`config.mk`:
```
export PLATFORM = sky130hd
export DESIGN_NAME = msre_top
export DESIGN_NICKNAME = d
export VERILOG_FILES = /design/src/core/msre_pkg.sv /design/src/core/msre_top.sv
export SDC_FILE = /design/constraint.sdc
export NUM_CORES = 1
export LEC_CHECK = 0
export BUFFER_PORTS_ARGS = -buffer_cell sky130_fd_sc_hd__buf_2
export CAP_MARGIN = 15
export CELL_PAD_IN_SITES_DETAIL_PLACEMENT = 0
export CELL_PAD_IN_SITES_GLOBAL_PLACEMENT = 1
export CORE_MARGIN = 5
export CORE_UTILIZATION = 44
export DETAILED_ROUTE_END_ITERATION = 6
export PLACE_DENSITY_LB_ADDON = 0.1
export SYNTH_ARGS = -nofsm -noshare
export SYNTH_HDL_FRONTEND = slang
export SYNTH_SLANG_ARGS = --single-unit
```
`constraint.sdc`:
```
create_clock -name clk_in -period 5.9 [get_ports clk_in]
set_input_delay 0 -clock clk_in [delete_from_list [all_inputs] [get_ports clk_in]]
set_output_delay 0 -clock clk_in [all_outputs]
set_load 0.05 [all_outputs]
```
`src/core/msre_pkg.sv`:
```
// Constants and types for the motion status reply encoder
`default_nettype none
package msre_pkg;
  // Host link and reply framing
  localparam logic [31:0] MSRE_REQ_WORD    = 32'h73746567; // Status request command word
  localparam int          MSRE_WORD_BYTES  = 4;
  localparam int          MSRE_REPLY_BYTES = 8;
  localparam logic [1:0]  MSRE_LAST_RX     = 2'h3;
  localparam logic [2:0]  MSRE_LAST_ECHO   = 3'h3;
  localparam logic [2:0]  MSRE_LAST_TX     = 3'h7;

  // Move state byte bits
  localparam int MSRE_MS_MOVING   = 0;
  localparam int MSRE_MS_TARGET   = 1;
  localparam int MSRE_MS_BACKLASH = 2;

  // Motion command state byte
  localparam logic [7:0] MSRE_COMMAND_CODE_MASK = 8'h3f;
  localparam int         MSRE_COMMAND_FAILED_BIT    = 6;
  localparam int         MSRE_COMMAND_EXECUTING_BIT = 7;
  localparam logic [5:0] MSRE_CODE_UNKNOWN      = 6'h00;
  localparam logic [5:0] MSRE_CODE_SOFT_STOP    = 6'h08;

  // Winding power state codes
  localparam logic [7:0] MSRE_POWER_UNKNOWN          = 8'h00;
  localparam logic [7:0] MSRE_WINDINGS_DISCONNECTED  = 8'h01;
  localparam logic [7:0] MSRE_NOMINAL_CURRENT        = 8'h03;
  localparam logic [7:0] MSRE_REDUCED_CURRENT        = 8'h04;
  localparam logic [7:0] MSRE_MAXIMUM_CURRENT        = 8'h05;

  // Encoder state codes
  localparam logic [7:0] MSRE_ENCODER_ABSENT   = 8'h00;
  localparam logic [7:0] MSRE_ENCODER_UNKNOWN  = 8'h01;
  localparam logic [7:0] MSRE_ENCODER_FAULTY   = 8'h02;
  localparam logic [7:0] MSRE_ENCODER_REVERSED = 8'h03;
  localparam logic [7:0] MSRE_ENCODER_GOOD     = 8'h04;

  // Register offsets (byte addresses) and reset values
  localparam logic [7:0]  MSRE_REG_CTRL     = 8'h00;
  localparam logic [7:0]  MSRE_REG_LIVE     = 8'h04;
  localparam logic [7:0]  MSRE_REG_INT_STAT = 8'h08;
  localparam logic [7:0]  MSRE_REG_INT_MASK = 8'h0c;
  localparam logic [7:0]  MSRE_REG_REQ_CNT  = 8'h10;
  localparam logic        MSRE_CTRL_RESET   = 1'h1;
  localparam int          MSRE_EV_W         = 4;
  localparam logic [3:0]  MSRE_MASK_RESET   = 4'h0;

  // Interrupt event positions
  localparam int MSRE_EV_REQUEST  = 0;
  localparam int MSRE_EV_CMD_OK   = 1;
  localparam int MSRE_EV_CMD_FAIL = 2;
  localparam int MSRE_EV_BAD_REQ  = 3;

  // Power mode selector from the driver stage
  typedef enum logic [1:0] {
    MSRE_PWR_OFF     = 2'h0,
    MSRE_PWR_NOMINAL = 2'h1,
    MSRE_PWR_REDUCED = 2'h2,
    MSRE_PWR_MAX     = 2'h3
  } msre_pwr_t;

  // Reply state machine, Gray along idle -> echo -> status
  typedef enum logic [1:0] {
    MSRE_S_IDLE = 2'h0,
    MSRE_S_ECHO = 2'h1,
    MSRE_S_STAT = 2'h3
  } msre_state_t;
endpackage
`default_nettype wire

```
`src/core/msre_top.sv`:
```
// Status request decoder and status reply byte encoder
//
// Function
// - Only the four-byte status word is a request, and it is answered with the status reply.
// - Move state bit 0x01 is set while the motor is actively driven and clear otherwise.
// - Move state bit 0x02 is set once the target speed is reached.
// - Move state bit 0x04 is set while a backlash compensation motion runs.
// - The low six command bits hold the current or last motion command code, 0x00 to 0x08.
// - Command bit 0x80 is one while a motion command executes and clears when it ends.
// - Command bit 0x40 records whether the finished command ended in error.
// - Winding power is reported as 0x01 off, 0x03 nominal, 0x04 reduced, 0x05 maximum.
// - Winding power code 0x00 is never reported.
// - Encoder state is 0x00 absent, 0x01 unknown, 0x02 faulty.
// - Encoder state is 0x03 when counting reversed and 0x04 when working properly.
`default_nettype none
module msre_top
  import msre_pkg::*;
(
  input  wire logic        clk_in,
  input  wire logic        reset_in,
  input  wire logic        ce_in,
  input  wire logic        rx_valid_in,
  input  wire logic [7:0]  rx_data_in,
  output logic             rx_ready_out,
  output logic             tx_valid_out,
  output logic [7:0]       tx_data_out,
  input  wire logic        tx_ready_in,
  input  wire logic        moving_in,
  input  wire logic        target_speed_in,
  input  wire logic        backlash_in,
  input  wire logic        cmd_start_in,
  input  wire logic [5:0]  cmd_code_in,
  input  wire logic        cmd_done_in,
  input  wire logic        cmd_error_in,
  input  wire logic [1:0]  power_mode_in,
  input  wire logic        enc_present_in,
  input  wire logic        enc_known_in,
  input  wire logic        enc_fault_in,
  input  wire logic        enc_reversed_in,
  input  wire logic [7:0]  reg_addr_in,
  input  wire logic [31:0] reg_wdata_in,
  input  wire logic        reg_wr_in,
  input  wire logic        reg_rd_in,
  output logic [31:0]      reg_rdata_out,
  output logic             irq_out
);

  ////////////////////////////////////////////////////////////////////////////
  // State
  msre_state_t          state_q, state_d;
  logic [1:0]           rx_cnt_q;
  logic [23:0]          rx_word_q;
  logic [2:0]           tx_idx_q;
  logic                 tx_valid_q;
  logic [7:0]           tx_data_q;
  logic [63:0]          snap_q;
  logic [5:0]           cmd_code_q;
  logic                 cmd_run_q;
  logic                 cmd_err_q;
  logic                 ctrl_en_q;
  logic [MSRE_EV_W-1:0] int_stat_q;
  logic [MSRE_EV_W-1:0] int_mask_q;
  logic [15:0]          req_cnt_q;
  logic [31:0]          rdata_q;

  ////////////////////////////////////////////////////////////////////////////
  // Live status bytes, built from the motion engine's levels and the registered command state
  logic [7:0] move_state_byte;
  logic [7:0] motion_command_state_byte;
  logic [7:0] winding_power_state;
  logic [7:0] encoder_state_byte;
  logic [5:0] code_in_range;

  assign move_state_byte = {5'h00, backlash_in, target_speed_in, moving_in};
  // Codes outside the documented set are reported as unknown
  assign code_in_range = (cmd_code_in > MSRE_CODE_SOFT_STOP) ? MSRE_CODE_UNKNOWN
                                                              : cmd_code_in;
  assign motion_command_state_byte = {cmd_run_q, cmd_err_q, cmd_code_q};
  // Every mode maps to a defined code, so the unknown code cannot appear
  assign winding_power_state =
      (msre_pwr_t'(power_mode_in) == MSRE_PWR_OFF)     ? MSRE_WINDINGS_DISCONNECTED :
      (msre_pwr_t'(power_mode_in) == MSRE_PWR_NOMINAL) ? MSRE_NOMINAL_CURRENT       :
      (msre_pwr_t'(power_mode_in) == MSRE_PWR_REDUCED) ? MSRE_REDUCED_CURRENT       :
                                                         MSRE_MAXIMUM_CURRENT;
  // Presence first, then knowledge, then fault, then direction
  assign encoder_state_byte =
      !enc_present_in ? MSRE_ENCODER_ABSENT   :
      !enc_known_in   ? MSRE_ENCODER_UNKNOWN  :
      enc_fault_in    ? MSRE_ENCODER_FAULTY   :
      enc_reversed_in ? MSRE_ENCODER_REVERSED :
                        MSRE_ENCODER_GOOD;

  ////////////////////////////////////////////////////////////////////////////
  // Request framing: bytes arrive low byte first, four to a word
  logic        rx_take;
  logic        rx_last;
  logic [31:0] rx_word;
  logic        req_ok;
  logic        req_bad;

  assign rx_ready_out = (state_q == MSRE_S_IDLE); // Refused while a reply drains
  assign rx_take      = rx_valid_in && rx_ready_out;
  assign rx_last      = rx_take && (rx_cnt_q == MSRE_LAST_RX);
  assign rx_word      = {rx_data_in, rx_word_q};
  assign req_ok       = rx_last && (rx_word == MSRE_REQ_WORD) && ctrl_en_q;
  assign req_bad      = rx_last && !req_ok;

  ////////////////////////////////////////////////////////////////////////////
  // Reply sequencing
  logic       tx_fire;
  logic       tx_end;
  logic [2:0] tx_next;
  logic [7:0] tx_byte;

  assign tx_fire = tx_valid_q && tx_ready_in;
  assign tx_end  = tx_fire && (tx_idx_q == MSRE_LAST_TX);
  assign tx_next = tx_idx_q + 3'h1;
  assign tx_byte = snap_q[{tx_next, 3'h0} +: 8];

  // Next state: echo bytes first, then the four status bytes
  always_comb begin
    state_d = state_q;
    unique case (state_q)
      MSRE_S_IDLE: if (req_ok) state_d = MSRE_S_ECHO;
      MSRE_S_ECHO: if (tx_fire && tx_idx_q == MSRE_LAST_ECHO) state_d = MSRE_S_STAT;
      MSRE_S_STAT: if (tx_end) state_d = MSRE_S_IDLE;
      default:     state_d = MSRE_S_IDLE;
    endcase
  end

  // Receive side registers
  always_ff @(posedge clk_in) begin
    if (reset_in) begin
      rx_cnt_q  <= 2'h0;
      rx_word_q <= 24'h000000;
    end else if (ce_in && rx_take) begin
      rx_cnt_q  <= rx_cnt_q + 2'h1;
      rx_word_q <= rx_word[31:8];
    end
  end

  // Snapshot at acceptance keeps every reply byte from one instant
  always_ff @(posedge clk_in) begin
    if (reset_in) begin
      snap_q <= 64'h0000000000000000;
    end else if (ce_in && req_ok) begin
      snap_q <= {encoder_state_byte, winding_power_state,
                 motion_command_state_byte, move_state_byte, rx_word};
    end
  end

  // Transmit side registers
  always_ff @(posedge clk_in) begin
    if (reset_in) begin
      state_q    <= MSRE_S_IDLE;
      tx_valid_q <= 1'h0;
      tx_data_q  <= 8'h00;
      tx_idx_q   <= 3'h0;
    end else if (ce_in) begin
      state_q <= state_d;
      if (req_ok) begin
        tx_valid_q <= 1'h1;
        tx_data_q  <= rx_word[7:0];
        tx_idx_q   <= 3'h0;
      end else if (tx_end) begin
        tx_valid_q <= 1'h0;
      end else if (tx_fire) begin
        tx_data_q <= tx_byte;
        tx_idx_q  <= tx_next;
      end
    end
  end

  assign tx_valid_out = tx_valid_q;
  assign tx_data_out  = tx_data_q;

  ////////////////////////////////////////////////////////////////////////////
  // Motion command tracking; a new start takes priority over a done
  always_ff @(posedge clk_in) begin
    if (reset_in) begin
      cmd_code_q <= MSRE_CODE_UNKNOWN;
      cmd_run_q  <= 1'h0;
      cmd_err_q  <= 1'h0;
    end else if (ce_in) begin
      if (cmd_start_in) begin
        cmd_code_q <= code_in_range;
        cmd_run_q  <= 1'h1;
        cmd_err_q  <= 1'h0;
      end else if (cmd_done_in && cmd_run_q) begin
        cmd_run_q <= 1'h0;
        cmd_err_q <= cmd_error_in;
      end
    end
  end

  ////////////////////////////////////////////////////////////////////////////
  // Register port decode and interrupt events
  logic                 wr_ctrl;
  logic                 wr_stat;
  logic                 wr_mask;
  logic [MSRE_EV_W-1:0] events;
  logic [31:0]          rd_mux;
  logic                 cmd_fin;

  assign wr_ctrl = reg_wr_in && (reg_addr_in == MSRE_REG_CTRL);
  assign wr_stat = reg_wr_in && (reg_addr_in == MSRE_REG_INT_STAT);
  assign wr_mask = reg_wr_in && (reg_addr_in == MSRE_REG_INT_MASK);
  assign cmd_fin = cmd_done_in && cmd_run_q && !cmd_start_in;
  assign events  = {req_bad, cmd_fin && cmd_error_in, cmd_fin && !cmd_error_in, req_ok};
  // Unmapped addresses read as zero
  assign rd_mux =
      (reg_addr_in == MSRE_REG_CTRL)     ? {31'h00000000, ctrl_en_q} :
      (reg_addr_in == MSRE_REG_LIVE)     ? {encoder_state_byte, winding_power_state,
                                            motion_command_state_byte, move_state_byte} :
      (reg_addr_in == MSRE_REG_INT_STAT) ? {28'h0000000, int_stat_q} :
      (reg_addr_in == MSRE_REG_INT_MASK) ? {28'h0000000, int_mask_q} :
      (reg_addr_in == MSRE_REG_REQ_CNT)  ? {16'h0000, req_cnt_q} :
                                           32'h00000000;

  // Control, mask and request counter
  always_ff @(posedge clk_in) begin
    if (reset_in) begin
      ctrl_en_q  <= MSRE_CTRL_RESET;
      int_mask_q <= MSRE_MASK_RESET;
      req_cnt_q  <= 16'h0000;
    end else if (ce_in) begin
      if (wr_ctrl) ctrl_en_q <= reg_wdata_in[0];
      if (wr_mask) int_mask_q <= reg_wdata_in[MSRE_EV_W-1:0];
      if (req_ok) req_cnt_q <= req_cnt_q + 16'h0001;
    end
  end

  // Sticky status: a new event beats a write-one clear in the same cycle
  always_ff @(posedge clk_in) begin
    if (reset_in) begin
      int_stat_q <= '0;
    end else if (ce_in) begin
      int_stat_q <= (int_stat_q & ~(wr_stat ? reg_wdata_in[MSRE_EV_W-1:0] : '0)) | events;
    end
  end

  // Read data stands only in the cycle after the strobe
  always_ff @(posedge clk_in) begin
    if (reset_in) begin
      rdata_q <= 32'h00000000;
    end else if (ce_in) begin
      rdata_q <= reg_rd_in ? rd_mux : 32'h00000000;
    end
  end

  assign reg_rdata_out = rdata_q;
  assign irq_out       = |(int_stat_q & int_mask_q);
endmodule
`default_nettype wire

```
==> impl_metrics.py, run 1 <==
metrics = {
    "routing": {
        "drcViolationCount": 0,
        "drt_pass1_iterations": 5,
        "drt_iter0_drc": 382,
        "via_count": 5108,
        "wl_per_cell_um": 15.6,
        "via_per_inst": 5.34,
        "routed_wl_um": 14900,
        "antenna_left": 0,
    },
    "synth": {
        "postSynthCellCount": 685,
        "ys_ff_latch": 144,
        "ys_seq_area_share_pct": 48.6,
        "synthesis.area_mm2": 0.00593,
        "ys.flop_type": "dfxtp_1",
        "yosysTopAreaCell": "dfxtp_1",
        "async_reset_ff_share_pct": 0,
        "ys_types": 51,
        "synth-warning-count": 0,
        "yosysTopAreaCellShare_pct": 48.6,
        "yosys-top-cells-area": "dfxtp_1 49%, nand2_1 8.2%, a21oi_1 6.5%",
        "avgSynthCellArea_um2": 8.65,
        "synth_edf_count": 0,
    },
    "worst_setup_path": {
        "end_kind": "register",
        "critPathSlowestCell": "or4_1",
        "start_kind": "register",
        "ff2ff_setup_slack_ns": 2.85,
        "r2r-end": "req_cnt_q[12]$_SDFFE_PP0P_",
        "critical-path-top-delay-family": "simple AND/OR/NAND/NOR gates",
        "cp_num_cells": 6,
        "worst-setup-path-type": "register to register",
        "cp-startpoint": "rx_cnt_q[0]$_SDFFE_PP0P_",
        "crit_chain": "ha_1 > nor4bb_1 > and4_1 > nand4_1 > or4_1 > a21oi_1",
        "crit_end": "req_cnt_q[12]$_SDFFE_PP0P_",
        "worst-endpoint-required_ns": 6.23,
        "worst_r2r_path_depth": 6,
        "rr_startpoint": "rx_cnt_q[0]$_SDFFE_PP0P_",
        "cp_max_fo": 24,
        "arrival_ns": 3.38,
        "max_stage_delay_ns": 0.76,
        "crit_buf_inv": 0,
    },
    "hold_path": {
        "hold_path.class": "primary input to register",
    },
    "timing": {
        "maxSlewViolCount": 0,
        "layout_worst_path_cycle_share_pct": 51.7,
        "hold_viol": 0,
        "relSlewSlack_pct": 39.1,
        "rsz0062_at_grt": "false",
        "finalSetupViolations": 0,
        "max_freq_mhz": 328,
        "fin_setup_tns_ns": 0,
        "tightestPinTransition_ns": 0.911,
        "clock_skew_ns": 0.00459,
        "min_period_ns": 3.05,
    },
    "floorplan": {
        "start_util_pct": 44.8,
        "die_area_mm2": 0.0159,
        "placement_rows": 42,
        "core_mm2": 0.0132,
        "ios": 116,
        "die_y_um": 126,
        "die_x_um": 126,
    },
    "clocking": {
        "root_buffer": "clkbuf_16",
        "clockBufferDepth": 2,
        "htreeDepth": 4,
        "cts_tree": "done",
        "clkLatencyLatePin_ns": 0.41,
        "cts_resized": 0,
        "numClockSinks": 144,
        "path_clk_slew_ns": 0.06,
        "cts_buffers": 17,
    },
    "global_routing": {
        "grt_max_degree": 63,
        "grt_pass1_vias": 4849,
        "grt_pass1_wl_um": 24300,
        "grt_usage_pct": 18.9,
        "antenna_found_initial": 0,
        "grt_overflow": 0,
    },
    "placed_design": {
        "io_buffer_count": 77,
        "dp_hpwl_um": 10100,
        "postPlaceCellArea_mm2": 0.00634,
        "gp_congestion": 0.779,
    },
    "cells_and_area": {
        "syn_to_final_growth_pct": 21.7,
        "num-nets-final": 846,
        "design_area_mm2": 0.00721,
        "fill_cells": 1271,
        "diodes": 0,
        "layout-drive-gt1-share_pct": 16.9,
    },
    "job": {
        "drv_cap": 0,
    },
    "pwr": {
        "ir_worst_vdd_mv": 0.190,
        "power.leakage_nw": 2.77,
        "p_per_area_mw_per_mm2": 290,
    },
    "outcome": {
        "outcome": "finished, final reports clean",
    },
}
## cells in the final DEF, fill, tap and decap left out, types with 10 or more instances in the layout
| master | synthesis | layout |
|---|---|---|
| nor2_1 | 68 | 68 |
| nand3_1 | 12 | 12 |
| a22oi_1 | 28 | 28 |
| nand2_1 | 130 | 130 |
| buf_2 | 2 | 76 |
| o31ai_1 | 10 | 10 |
| clkbuf_16 | 0 | 17 |
| dfxtp_1 | 144 | 144 |
| and3_1 | 19 | 19 |
| or4_1 | 11 | 11 |
| conb_1 | 1 | 10 |
| o21ai_0 | 15 | 15 |
| inv_1 | 10 | 10 |
| dlygate4sd3_1 | 0 | 31 |
| a21oi_1 | 77 | 77 |
## where the power goes
| part | total (W) | switching [W] | internal (W) |
|---|---|---|---|
| clock network | 0.00101 | 0.000389 | 0.000625 |
| registers | 0.000983 | 0.00000436 | 0.000978 |
| logic | 0.0000976 | 0.0000635 | 0.0000341 |
| total | 0.00209 | 0.000456 | 0.00164 |
## flip-flops by register name (all words and copies together), names as in the netlist, 2 cells and up
name / count
snap_q: 49
int_stat_q: 4
state_q: 2
req_cnt_q: 16
tx_data_out: 8
int_mask_q: 4
cmd_code_q: 6
rx_word_q: 24
rx_cnt_q: 2
reg_rdata_out: 22
tx_idx_q: 3
## routing by layer
metal	global-route usage, %	vias up	wire [um]
met5	0	-	0
met4	5.80	0	118
met3	4.49	10	584
met2	31.2	99	7320
met1	24.5	2417	6840
li1	-	2582	-
## what timing repair did
action,CTS,global route
buffers inserted,0,0
hold endpoints to repair,41,0
hold buffers,31,0
## worst min-delay path by stage
| stage | cells after the start | endpoint | start |
|---|---|---|---|
| 2_1_floorplan | 2 | ctrl_en_q$_SDFFE_PP1P_ | reg_wdata_in[0] |
| 3_3_place_gp | 3 | cmd_code_q[2]$_SDFFE_PP0P_ | cmd_code_in[2] |
| 3_5_place_dp | 3 | cmd_code_q[2]$_SDFFE_PP0P_ | cmd_code_in[2] |
| 4_1_cts | 5 | cmd_code_q[3]$_SDFFE_PP0P_ | cmd_code_in[5] |
| 5_1_grt | 4 | snap_q[56]$_SDFFE_PP0P_ | enc_present_in |
| 6_report | 4 | cmd_code_q[3]$_SDFFE_PP0P_ | cmd_code_in[3] |
## synth_stat cells (3+ instances only)
master	n
or3_1	5
or4_1	11
nand4_1	9
a31oi_1	4
nand3_1	12
inv_1	10
clkbuf_1	42
o32ai_1	5
o31ai_1	10
o22ai_1	3
nand2_1	130
a21oi_1	77
mux2i_1	9
o21ai_0	15
mux4_2	9
nor2b_1	6
buf_4	10
ha_1	5
o221a_2	4
a22oi_1	28
nor3b_1	3
mux2_2	4
and3_1	19
nor3_1	6
dfxtp_1	144
and4_1	5
nor2_1	68
## stage by stage
step	utilization (%)	power (W)	std cells	hold WS [ns]	worst slack (ns)
2_1_floorplan	-	0.00106	694	0.125	3.72
4_1_cts	54.5	0.00212	956	0.00350	2.84
5_1_grt	54.5	0.00217	956	0.0410	2.63
3_5_place_dp	47.9	0.00109	894	0.258	2.87
6_report	54.5	0.00209	956	0.0290	2.85
3_3_place_gp	47.9	0.00108	894	0.253	2.89
## cell families (layout without fill, tap and decap cells)
kind of cell / Yosys count / after routing / share of synthesized area (%)
and+or+nand+nor: 292 / 292 / 23.5
buffers and inverters: 66 / 152 / 4.88
muxes: 22 / 22 / 5.70
AOI/OAI and AO/OA: 153 / 153 / 15.9
adders and majority gates: 5 / 5 / 1.06
other: 1 / 10 / 0.0633
xor gates and xnor gates: 2 / 2 / 0.296
DFF: 144 / 144 / 48.6
## worst register-to-register path, cell delays in order, from the launching register on
cell and delay [ns]:
dfxtp_1 0.36, ha_1 0.16, nor4bb_1 0.46, and4_1 0.33, nand4_1 0.73, or4_1 0.77, a21oi_1 0.16
## area by class of cell
class | instances | area (um2) | area share [%]
clock buffers | 19 | 443 | 6.14
clock inverters | 12 | 119 | 1.65
inverters | 10 | 37.5 | 0.520
multi-input cells | 484 | 2790 | 38.7
flip-flops and latches | 144 | 2880 | 40.0
well taps | 176 | 220 | 3.05
repair buffers | 111 | 721 | 9.99
(Power assumes the default switching activity.)
==> run 2: changes to the inputs <==
CORE_UTILIZATION = 37   (was 44)
clock period = 2.4 ns   (was 5.9 ns; I/O delays follow)
==> run 2 against run 1 <==
Effect of this change: non-clock buffer count up 22; clock power rose to 3.0 times the previous value; sequential power up 150%; critical endpoint is now req_cnt_q[14]$_SDFFE_PP0P_; clock skew up 0.0036 ns; combinational power rose to 2.6 times the previous value; cell area up 6.2%; die area up 17%; cell count up 6.7%; utilization down 6.1 points.
==> impl_metrics.py, run 2 (same netlist as run 1, synthesis figures left out) <==
metrics = {
    "worst_setup_path": {
        "end_kind": "register",
        "cp-startpoint": "ctrl_en_q$_SDFFE_PP1P_",
        "rr_startpoint": "ctrl_en_q$_SDFFE_PP1P_",
        "arrival_ns": 2.72,
        "worst-setup-path-type": "register to register",
        "ff2ff_setup_slack_ns": 0.02,
        "cp_max_fo": 4,
        "crit_end": "req_cnt_q[14]$_SDFFE_PP0P_",
        "r2r-end": "req_cnt_q[14]$_SDFFE_PP0P_",
        "start_kind": "register",
        "worst-endpoint-required_ns": 2.74,
        "worst_r2r_path_depth": 6,
    },
    "routing": {
        "route.met2.wl_um": 7970,
        "antenna_left": 0,
        "drt-met1-wl_um": 7590,
        "routed-wl-met3_um": 501,
        "via_count": 5217,
        "drt_iter0_drc": 377,
        "drcViolationCount": 0,
        "drt_pass1_iterations": 5,
        "top_layer": "met4",
        "via_per_inst": 5.11,
        "wl_per_cell_um": 15.9,
        "routed_wl_um": 16200,
    },
    "pwr": {
        "pwr-share-clk_pct": 53.2,
        "power.switching_fraction_pct": 20.9,
        "seqPwrFrac_pct": 42.4,
        "switchingPower_w": 0.00119,
        "p_int_w": 0.00450,
        "p_per_area_mw_per_mm2": 743,
        "power.leakage_nw": 2.96,
        "ir_worst_vdd_mv": 0.553,
        "p_comb_share_pct": 4.4,
    },
    "hold_path": {
        "hold_path.class": "primary input to register",
    },
    "global_routing": {
        "grt_max_degree": 69,
        "grt_pass1_wl_um": 25800,
        "grt_pass1_vias": 4876,
        "grt_overflow": 0,
        "antenna_found_initial": 1,
        "grt_usage_pct": 17.7,
    },
    "cells_and_area": {
        "instances_no_fill": 1020,
        "final_util_pct": 48.4,
        "num-nets-final": 868,
        "syn_to_final_growth_pct": 29.2,
        "layout_commonest_cell": "dfxtp_1",
        "max_flop_register": "snap_q",
        "multiInputGateArea_mm2": 0.00286,
        "largest_reg_flops": 49,
        "fill_cells": 1541,
        "layout_common_cells": "143 x dfxtp_1, 130 x nand2_1, 76 x buf_2, 74 x a21oi_1, 68 x nor2_1",
        "layout-drive-gt1-share_pct": 20.9,
        "register_area_mm2": 0.00288,
    },
    "clocking": {
        "root_buffer": "clkbuf_16",
        "cts_tree": "done",
        "cts_buffers": 17,
        "clkLatencyLatePin_ns": 0.42,
        "htreeDepth": 4,
        "clockBufferDepth": 2,
        "numClockSinks": 144,
        "path_clk_slew_ns": 0.06,
    },
    "placed_design": {
        "gp_congestion": 0.779,
        "pre_cts_slack_ns": -0.0143,
        "dp_hpwl_um": 11100,
        "post-place-cells": 946,
        "io_buffer_count": 77,
    },
    "timing": {
        "hold_viol": 0,
        "min_period_ns": 2.38,
        "tightestPinTransition_ns": 0.942,
        "layout_worst_path_cycle_share_pct": 99.1,
        "layout_setup_ws_ns": 0.0219,
        "finalSetupViolations": 0,
        "clock_skew_ns": 0.00818,
        "fin_setup_tns_ns": 0,
        "max_freq_mhz": 421,
        "maxSlewViolCount": 0,
        "relSlewSlack_pct": 37.1,
        "rsz0062_at_grt": "true",
    },
    "floorplan": {
        "start_util_pct": 37.5,
        "ios": 116,
        "die_area_mm2": 0.0187,
        "placement_rows": 46,
        "core_mm2": 0.0158,
        "die_x_um": 137,
        "die_y_um": 137,
    },
    "job": {
        "drv_cap": 0,
    },
    "outcome": {
        "outcome": "finished, final reports clean",
    },
}
run 2: per-stage QoR:
| stage | instance area (um2) | hold slack, ns | power (W) |
|---|---|---|---|
| after floorplan | 5960 | 0.125 | 0.00261 |
| after global placement | 6490 | 0.250 | 0.00267 |
| after detailed placement | 6490 | 0.264 | 0.00268 |
| after CTS | 7520 | 0.00198 | 0.00577 |
| after global routing | 7660 | 0.00801 | 0.00590 |
| final | 7660 | 0.0165 | 0.00569 |
run 2: power by group through the flow:
stage               Combinational, W  Clock (W)  Sequential (W)
floorplan                   0.000146          0         0.00246
global placement            0.000208          0         0.00247
detailed placement          0.000211          0         0.00247
CTS                         0.000249    0.00311         0.00241
global route                0.000275    0.00321         0.00241
finish                      0.000251    0.00303         0.00241
run 2: cell type report:
| type | count | area share [%] |
|---|---|---|
| flip-flops and latches | 144 | 37.7 |
| multi-input cells | 484 | 37.4 |
| repair buffers | 133 | 12.0 |
| clock buffers | 19 | 5.92 |
| well taps | 216 | 3.53 |
| clock inverters | 13 | 3.01 |
| inverters | 10 | 0.490 |
| diodes | 1 | 0.0327 |
run 2: routing by layer:
layer,up-vias,GRT usage [%]
met4,0,4.76
met1,2511,23.3
met5,-,0
met2,71,28.8
met3,14,4.71
li1,2621,-
run 2: worst min-delay path by stage:
| stage | startpoint | end | slack, ns | cells after the start |
|---|---|---|---|---|
| 3_5_place_dp | rx_data_in[4] | rx_word_q[20]$_SDFFE_PP0P_ | 0.26 | 3 |
| 5_1_grt | cmd_start_in | cmd_err_q$_SDFFE_PP0P_ | 0.008 | 4 |
| 2_1_floorplan | reg_wdata_in[0] | ctrl_en_q$_SDFFE_PP1P_ | 0.13 | 2 |
| 3_3_place_gp | rx_data_in[4] | rx_word_q[20]$_SDFFE_PP0P_ | 0.25 | 3 |
| 6_report | cmd_start_in | cmd_err_q$_SDFFE_PP0P_ | 0.02 | 4 |
| 4_1_cts | cmd_code_in[3] | cmd_code_q[3]$_SDFFE_PP0P_ | 0.002 | 4 |
run 2: worst max-delay path, cell delays in order, from the launching register on:
cell and delay (ns):
dfxtp_2 0.34, or4bb_4 0.55, nor4_4 0.33, buf_4 0.16, nand4_1 0.21, or4_4 0.60
a21oi_2 0.12
run 2: repair_timing:
item / 4_1_cts / 5_1_grt
gates cloned: 0 / 2
pin swaps: 1 / 20
endpoints found under the setup margin: 7 / 11
resized for setup: 1 / 23
hold buffers: 33 / 0
hold endpoints to repair: 39 / 0
setup buffers: 1 / 5
